**src/ior_consts.vh**
```
`ifndef IOR_CONSTS_VH
`define IOR_CONSTS_VH
// ==========================================
// Instruction word layout (12-bit)
`define IOR_WORD_W 12
`define IOR_DATA_W 8
`define IOR_ADDR_W 5
// Register OR: 0001 00df ffff
// Opcode field stops above the destination bit
`define IOR_RWF_OPC 6'h04
`define IOR_RWF_OPC_HI 11
`define IOR_RWF_OPC_LO 6
`define IOR_DEST_BIT 5
`define IOR_ADDR_HI 4
`define IOR_ADDR_LO 0
// Literal OR: 1101 kkkk kkkk
`define IOR_RLW_OPC 4'hD
`define IOR_RLW_OPC_HI 11
`define IOR_RLW_OPC_LO 8
`define IOR_LIT_HI 7
`define IOR_LIT_LO 0
// Reset values
`define IOR_ACC_RST 8'h00
`define IOR_NULL_RST 1'h0
`endif

```
**src/ior_logic_unit.v**
```verilog
`timescale 1ns/1ns
`default_nettype none
`include "ior_consts.vh"
// ==========================================
// Combinational OR with null detect
module ior_logic_unit #(
	parameter WIDTH = `IOR_DATA_W
) (
	// Operands
	input wire [WIDTH-1:0] i_a,
	input wire [WIDTH-1:0] i_b,
	// Result
	output wire [WIDTH-1:0] o_result,
	output wire o_null
);
	// Per-bit OR, one generate loop
	genvar g;
	generate
		for (g = 0; g < WIDTH; g = g + 1) begin : g_bit
			assign o_result[g] = i_a[g] | i_b[g];
		end
	endgenerate
	// Null flag on all-zero result
	assign o_null = ~|o_result;
endmodule
`default_nettype wire

```
**src/ior_datapath.v**
```verilog
// Operation
// - Literal OR ORs accumulator with instruction literal, result into accumulator.
// - Register OR computes accumulator OR addressed data register contents.
// - Register OR with destination bit 0 writes accumulator, register untouched.
// - Register OR with destination bit 1 writes back to addressed register.
`timescale 1ns/1ns
`default_nettype none
`include "ior_consts.vh"
module ior_datapath #(
	parameter DATA_W = `IOR_DATA_W,
	parameter ADDR_W = `IOR_ADDR_W
) (
	// Clock, reset, enable
	input wire i_clock,
	input wire i_nrst,
	input wire i_clk_en,
	// Instruction issue
	input wire i_valid,
	input wire [`IOR_WORD_W-1:0] i_instr,
	// Register file read port, same-clock combinational data
	output wire [ADDR_W-1:0] o_rd_addr,
	input wire [DATA_W-1:0] i_rd_data,
	// Register file write port
	output reg o_wr_en,
	output reg [ADDR_W-1:0] o_wr_addr,
	output reg [DATA_W-1:0] o_wr_data,
	// Core state
	output reg [DATA_W-1:0] o_acc,
	output reg o_null,
	output reg o_done
);
	// ==========================================
	// Field widths
	// Taken from the field positions so a moved field stays self-consistent
	localparam RLW_OPC_W = `IOR_RLW_OPC_HI - `IOR_RLW_OPC_LO + 1;
	localparam RWF_OPC_W = `IOR_RWF_OPC_HI - `IOR_RWF_OPC_LO + 1;
	localparam LIT_W = `IOR_LIT_HI - `IOR_LIT_LO + 1;
	localparam FADDR_W = `IOR_ADDR_HI - `IOR_ADDR_LO + 1;

	// ==========================================
	// Instruction fields
	// Register OR: opcode, destination bit, five-bit register address
	// Literal OR: opcode and eight-bit literal
	wire [RLW_OPC_W-1:0] rlw_opc_field;
	wire [RWF_OPC_W-1:0] rwf_opc_field;
	wire [LIT_W-1:0] lit_field;
	wire [FADDR_W-1:0] addr_field;
	wire dest_field;

	// Plain slices of the issued word; nothing is latched here
	assign rlw_opc_field = i_instr[`IOR_RLW_OPC_HI:`IOR_RLW_OPC_LO];
	assign rwf_opc_field = i_instr[`IOR_RWF_OPC_HI:`IOR_RWF_OPC_LO];
	assign lit_field = i_instr[`IOR_LIT_HI:`IOR_LIT_LO];
	assign addr_field = i_instr[`IOR_ADDR_HI:`IOR_ADDR_LO];
	assign dest_field = i_instr[`IOR_DEST_BIT];

	// ==========================================
	// Instruction class decode
	wire rlw_match;
	wire rwf_match;
	wire is_rlw;
	wire is_rwf;

	// The two opcodes are disjoint, so at most one matches
	// Destination bit lies below the register OR opcode field
	assign rlw_match = (rlw_opc_field == `IOR_RLW_OPC);
	assign rwf_match = (rwf_opc_field == `IOR_RWF_OPC);

	// Valid qualifies the decode; enable is applied at the registers
	assign is_rlw = i_valid && rlw_match;
	assign is_rwf = i_valid && rwf_match;

	// ==========================================
	// One-hot instruction class
	// One-hot keeps each commit case a single-bit compare
	localparam CLS_IDLE = 4'h1;
	localparam CLS_LIT = 4'h2;
	localparam CLS_REG_ACC = 4'h4;
	localparam CLS_REG_FILE = 4'h8;
	reg [3:0] op_class;

	// Class of the word on the bus this cycle; foreign words stay idle
	always @* begin
		op_class = CLS_IDLE;
		if (is_rlw) begin
			op_class = CLS_LIT;
		end else if (is_rwf && dest_field) begin
			op_class = CLS_REG_FILE;
		end else if (is_rwf) begin
			op_class = CLS_REG_ACC;
		end
	end

	// ==========================================
	// Register file read port
	// Address is a pure decode so the read returns in the same cycle.
	// Limitation: the one output not taken from a flip-flop.
	assign o_rd_addr = addr_field;

	// ==========================================
	// Operand select
	wire [DATA_W-1:0] lit_operand;
	wire [DATA_W-1:0] operand;

	// Literal fills the data width exactly at the default sizes
	assign lit_operand = lit_field;
	// Literal for the literal OR, file contents otherwise
	assign operand = is_rlw ? lit_operand : i_rd_data;

	// ==========================================
	// OR unit
	wire [DATA_W-1:0] result;
	wire result_null;

	// Accumulator feeds back directly, so back-to-back ORs chain
	ior_logic_unit #(
		.WIDTH(DATA_W)
	) u_or (
		.i_a(o_acc),
		.i_b(operand),
		.o_result(result),
		.o_null(result_null)
	);

	// ==========================================
	// Next-state values
	reg [DATA_W-1:0] next_acc;
	reg next_null;
	reg next_wr_en;
	reg [ADDR_W-1:0] next_wr_addr;
	reg [DATA_W-1:0] next_wr_data;
	reg next_done;

	// Default is hold; strobe and done fall unless a class raises them
	always @* begin
		next_acc = o_acc;
		next_null = o_null;
		next_wr_en = 1'h0; // No write unless the file is the target
		next_wr_addr = o_wr_addr;
		next_wr_data = o_wr_data;
		next_done = 1'h0;
		case (op_class)
			CLS_LIT: begin
				next_acc = result;
				next_null = result_null;
				next_done = 1'h1;
			end

			CLS_REG_ACC: begin
				next_acc = result;
				next_null = result_null;
				next_done = 1'h1;
			end

			CLS_REG_FILE: begin
				// Accumulator kept; result goes back to the file
				next_wr_en = 1'h1;
				next_wr_addr = o_rd_addr;
				next_wr_data = result;
				next_null = result_null;
				next_done = 1'h1;
			end

			default: begin
				// Idle or foreign opcode: no strobe, state held
				next_done = 1'h0;
			end
		endcase
	end

	// ==========================================
	// Commit registers
	// Each register retires on one enabled edge. Enable low freezes all of
	// them, pulses included, so a stalled core still sees a raised pulse.

	// Accumulator; reset leaves it empty
	always @(posedge i_clock or negedge i_nrst) begin
		if (!i_nrst) begin
			o_acc <= `IOR_ACC_RST;
		end else if (i_clk_en) begin
			o_acc <= next_acc;
		end
	end

	// Null flag; also written on write-back, so a file value can be tested
	always @(posedge i_clock or negedge i_nrst) begin
		if (!i_nrst) begin
			o_null <= `IOR_NULL_RST;
		end else if (i_clk_en) begin
			o_null <= next_null;
		end
	end

	// Write port: strobe, address and data move together.
	// Hazard: the file sees the write one cycle after the word is taken,
	// so a register OR of the same register on the next cycle reads the
	// old value unless the register file forwards.
	always @(posedge i_clock or negedge i_nrst) begin
		if (!i_nrst) begin
			o_wr_en <= 1'h0;
			o_wr_addr <= {ADDR_W{1'h0}};
			o_wr_data <= {DATA_W{1'h0}};
		end else if (i_clk_en) begin
			o_wr_en <= next_wr_en;
			o_wr_addr <= next_wr_addr;
			o_wr_data <= next_wr_data;
		end
	end

	// Retire pulse for the core's sequencing
	always @(posedge i_clock or negedge i_nrst) begin
		if (!i_nrst) begin
			o_done <= 1'h0;
		end else if (i_clk_en) begin
			o_done <= next_done;
		end
	end
endmodule
`default_nettype wire

```
**config.mk**
```make
export PLATFORM = sky130hd
export DESIGN_NAME = ior_datapath
export DESIGN_NICKNAME = d
export VERILOG_FILES = /design/src/ior_logic_unit.v /design/src/ior_datapath.v
export VERILOG_INCLUDE_DIRS = /design/src
export SDC_FILE = /design/constraint.sdc
export NUM_CORES = 1
export LEC_CHECK = 0
export ABC_CLOCK_PERIOD_IN_PS = 4930
export BUFFER_PORTS_ARGS = -buffer_cell sky130_fd_sc_hd__buf_2
export CORE_ASPECT_RATIO = 0.75
export CORE_MARGIN = 2
export CORE_UTILIZATION = 49
export CTS_CLUSTER_DIAMETER = 150
export CTS_CLUSTER_SIZE = 10
export DETAILED_ROUTE_END_ITERATION = 10
export PLACE_DENSITY = 0.87
export SYNTH_ARGS = -nofsm -noshare
export SYNTH_HDL_FRONTEND = slang
export SYNTH_SLANG_ARGS = --single-unit
```
**constraint.sdc**
```tcl
create_clock -name i_clock -period 4.93 [get_ports i_clock]
set_clock_uncertainty 0.2 [all_clocks]
set_input_delay 0.493 -clock i_clock [delete_from_list [all_inputs] [get_ports i_clock]]
set_output_delay 0.493 -clock i_clock [all_outputs]
set_load 0.02 [all_outputs]
```
Word-level counts from Yosys, hierarchy flattened
Index checks and enable logic that the tools add are counted.

cells by class
  reductions and logical operators = 10
  bitwise logic cells = 8
  mux-type cells = 6
  eq/ne operators = 5

operators by type and width
  cell                                            count
  == test 4 bit (second input constant)           2
  two-way mux 4 bit                               2
  two-way mux 8 bit                               1
  OR 1 bit                                        8
  OR reduction 8 bit                              1
  == test 6 x 3 -> 1 bit (second input constant)  1
  AND reduction 2 bit                             3
  == test 4 x 2 -> 1 bit (second input constant)  1
  == test 4 x 3 -> 1 bit (second input constant)  1
  logical AND 1 bit                               3
  two-way mux 3 bit                               1
  OR reduction 3 bit                              1
  two-way mux 1 bit                               2
  OR reduction 2 bit                              1
  zero test 1 bit                                 1

word-level totals
  logic and storage cells = 35
  register bits after elaboration = 24
  output and inout bits = 29
  input port bits = 24

Logic depth before layout (Yosys ltp)
  depth in word-level cells = 8
  gate-level depth with buffers = 7
  mapped depth without buffers = 5

Hierarchy
A second synthesis with hierarchy kept.

second synthesis, totals
  cells, all modules = 88
  area, all modules = 1214.9 sq um

by module, submodules not included
  module          cells each  area each (sq um)  sequential area each (sq um)  times used
  ior_datapath    75          1131.1             600.6                         1
  ior_logic_unit  13          83.8               0.0                           1

Least setup slack after synthesis
OpenSTA, ideal clock, no wires.

  path kind = in2reg
  from = in i_instr[9]
  to = reg o_null
  path slack = 2442 ps
  arrival time = 2185 ps
  stages on the path = 7
  library setup time = 103 ps
  required time = 4627 ps
  path through = and3b_1 buf_6 nand3_4 buf_6 a221o_1 or4_4 o41ai_2

on the way
  word-level cells in the longest chain between the ends = 8
  elaborated cells between the ends (all ways) = 24
  classes of those cells = 5 x eq/ne; 4 x mux; 8 x bitwise; 7 x reduce/logical

ends and longest elaborated chain
  item                                                           line                                  text
  start: declaration                                             ior_datapath.v:19                     input wire [`IOR_WORD_W-1:0] i_instr,
  == test 6 x 3 -> 1 bit (no source line)                        --
  logical AND 1 bit                                              ior_datapath.v:71                     assign is_rwf = i_valid && rwf_match;
  two-way mux 3 bit / logical AND 1 bit (equally long branches)  ior_datapath.v:89, ior_datapath.v:87
  two-way mux 4 bit                                              ior_datapath.v:87                     end else if (is_rwf && dest_field) begin
  two-way mux 4 bit                                              ior_datapath.v:85                     if (is_rlw) begin
  == test 4 bit, or another cell as far along                    ior_datapath.v:142                    case (op_class)
  OR reduction 3 bit (no source line)                            --
  AND reduction 2 bit (no source line)                           --
  end signal: assignment                                         ior_datapath.v:188                    o_null <= `IOR_NULL_RST;
  end signal: assignment                                         ior_datapath.v:190                    o_null <= next_null;
  end: declaration                                               ior_datapath.v:29                     output reg o_null,

Several ways; a longest one is shown, not always the timed one.
A chain may end at the register's enable or synchronous reset.

Final worst setup path
Ends and elaborated chain as after synthesis.

==> out/metrics.yaml <==
maxSlewHeadroom: 0.467
grt-ovfl-total: 0
netlist_area_mm2: 0.00113
crit_type: "primary input to flip-flop"
die-area_mm2: 0.00272
antenna_found_initial: 0
leakagePower_nw: 0.802
required_ps: 4950
ys_warn_count: 0
final_cell_mix: "buf_2, dfrtp_1, mux2_2"
r2r_slack_ps: 3060
ys_seq_area_frac: 0.530
comb_power_share: 0.206
globalRoute.busiestLayer: "met2"
syn_avg_cell_area_um2: 12.0
outcome: "finished clean"
h-tree-depth: 1
clk_pin_slew_worst_paths_ps: 120
hold_path_class: "primary input to flip-flop"
insertedDiodeCount: 0
min_period_over_period: 0.498
avgRoutedWirePerCell_um: 15.4
rsz0062_at_grt: "false"
p_per_area_mw_per_mm2: 274
grt_usage: 0.204
power_frac_seq: 0.573
drc: 0
gp_congestion: 0.774
start_util: 0.503
nNetsFinal: 168
wl_um: 2570
die_w_um: 59.5
startpoint: "i_instr[9]"
power.switching_mw: 0.112
ys_types: 27
clk_path_buf_depth: 2
final.min_clock_period_ps: 2460
grt_pass1_vias: 855
cts_buffers: 3
cp_num_buf_inv: 1
fp.dieH_um: 45.6
critPathTopFamily: "simple AND/OR/NAND/NOR gates"
ant_nets: 0
tns_ps: 0
setup_viol: 0
critPathMaxFanout: 11
cts_hold_buffers: 1
drive_gt1_frac: 0.472
crit_path_top_delay_cell: "or4_4"
worst_pin_slew_ps: 797
postCtsSetupBuffers: 0
syn_nets: 118
drv_cap: 0
drt_iter0_drc: 38
cts_tree: "yes"
arrival_ps: 2480
port_buffers: 52
total_power_mw: 0.382
syn_inst: 94
use_met3: 0.0682
path_cells: "buf_2, and3b_1, nand3_4, a221o_1, or4_4, o41ai_2"
power_frac_clock: 0.220
timing.final.hold_violations: 0
start_kind: "primary input"
fin_hold_ws_ps: 198
fin_util: 0.618
fmax_ghz: 0.407
endpoint_kind: "flip-flop"
grt_pass1_wl_um: 3950
rows: 15
p_int_mw: 0.270
clk_latency_ps: 310
synth_seq_cells: 24
final_common_cell: "buf_2"
vias_per_cell: 5.48
vias: 915
cts.sinks: 24
use_met1: 0.254
max_stage_delay_ps: 550
vdd_drop_max_uv: 155
met2_usage: 0.338
fillers: 180
ios: 53
grt_max_degree: 25
sw_frac_of_total: 0.292
hpwlAfterDp_um: 1970
slew_violations: 0
fp.coreArea_mm2: 0.00225
drt_pre_antenna_iters: 4
cts_resized: 0
worstHoldStart: "i_clk_en"
root_buffer: "clkbuf_4"
r2r_start: "o_acc[0]"
area_growth_pct: 23.0
worst register-to-register path, stage by stage, from the launching register on:
cell and delay, ps:
dfrtp_1 420, a221o_1 310, or4_4 550, o41ai_2 310
synthesized netlist by cell type:
cell type / number / area share
a21o_1: 2 / 0.013
nand2_1: 5 / 0.017
and3b_1: 1 / 0.0077
nor2_1: 2 / 0.0066
and4_1: 1 / 0.0077
nand4_1: 1 / 0.0055
mux2i_1: 4 / 0.035
o21a_1: 3 / 0.020
inv_1: 3 / 0.0099
a211o_1: 1 / 0.0077
clkbuf_1: 1 / 0.0033
a21oi_1: 1 / 0.0044
mux2_2: 9 / 0.090
buf_4: 5 / 0.033
o41ai_2: 1 / 0.014
nand3_1: 3 / 0.013
o21ai_0: 6 / 0.027
a31oi_1: 1 / 0.0055
nand3_4: 1 / 0.015
buf_6: 2 / 0.020
or4_4: 1 / 0.0099
and3_1: 3 / 0.017
dfrtp_1: 24 / 0.53
a221o_1: 3 / 0.027
o21bai_1: 5 / 0.033
nor2b_1: 4 / 0.022
nor4_1: 1 / 0.0055
worst paths after layout:
| check | endpoint | depth (start not counted) |
|---|---|---|
| max | o_null | 6 |
| min | o_done | 2 |
| max reg2reg | o_null | 3 |
| min reg2reg | o_wr_data[4] | 2 |
| max in group asynchronous | o_acc[2] | 2 |
| min in group asynchronous | o_wr_addr[3] | 2 |
layout make-up:
type,count,area (um^2),share of cell area
clock buffers,3,22.5,0.0162
inverters,3,11.3,0.00809
multi-input cells,59,457,0.328
flip-flops and latches,24,601,0.431
well taps,25,31.3,0.0225
repair buffers,53,270,0.194
metal layers:
layer	share of wire	routed length, um	up-vias
met1	0.45	1150	438
met4	0.017	43	0
li1	-	-	438
met3	0.064	165	6
met5	0	0	-
met2	0.47	1220	33
power groups by stage:
stage | Sequential [mW] | Clock, mW | Combinational [mW]
floorplan | 0.237 | 0 | 0.0307
global placement | 0.222 | 0 | 0.0765
detailed placement | 0.223 | 0 | 0.0788
CTS | 0.219 | 0.0882 | 0.0795
global route | 0.221 | 0.0981 | 0.0862
finish | 0.219 | 0.0841 | 0.0788
sequential cells by signal, summed over array words and instances, names as in the netlist:
register   flops
o_acc          8
o_done         1
o_null         1
o_wr_addr      5
o_wr_data      8
o_wr_en        1
kinds of logic after synthesis:
family                 after synthesis  share of synthesized area
AND/OR/NAND/NOR                     23                      0.127
AO/OA/AOI/OAI                       23                      0.151
buffers and inverters               11                     0.0663
multiplexers                        13                      0.125
flip-flops                          24                      0.530
through the flow:
| stage | instances | setup slack (ps) | instance area (um^2) |
|---|---|---|---|
| 6_report | 167 | 2470 | 1390 |
| 5_1_grt | 167 | 2400 | 1390 |
| 4_1_cts | 167 | 2500 | 1390 |
| 3_5_place_dp | 163 | 2160 | 1360 |
| 3_3_place_gp | 163 | 2240 | 1360 |
| 2_1_floorplan | 94 | 2440 | 1130 |
No activity file was read; power rests on OpenSTA's default activity.
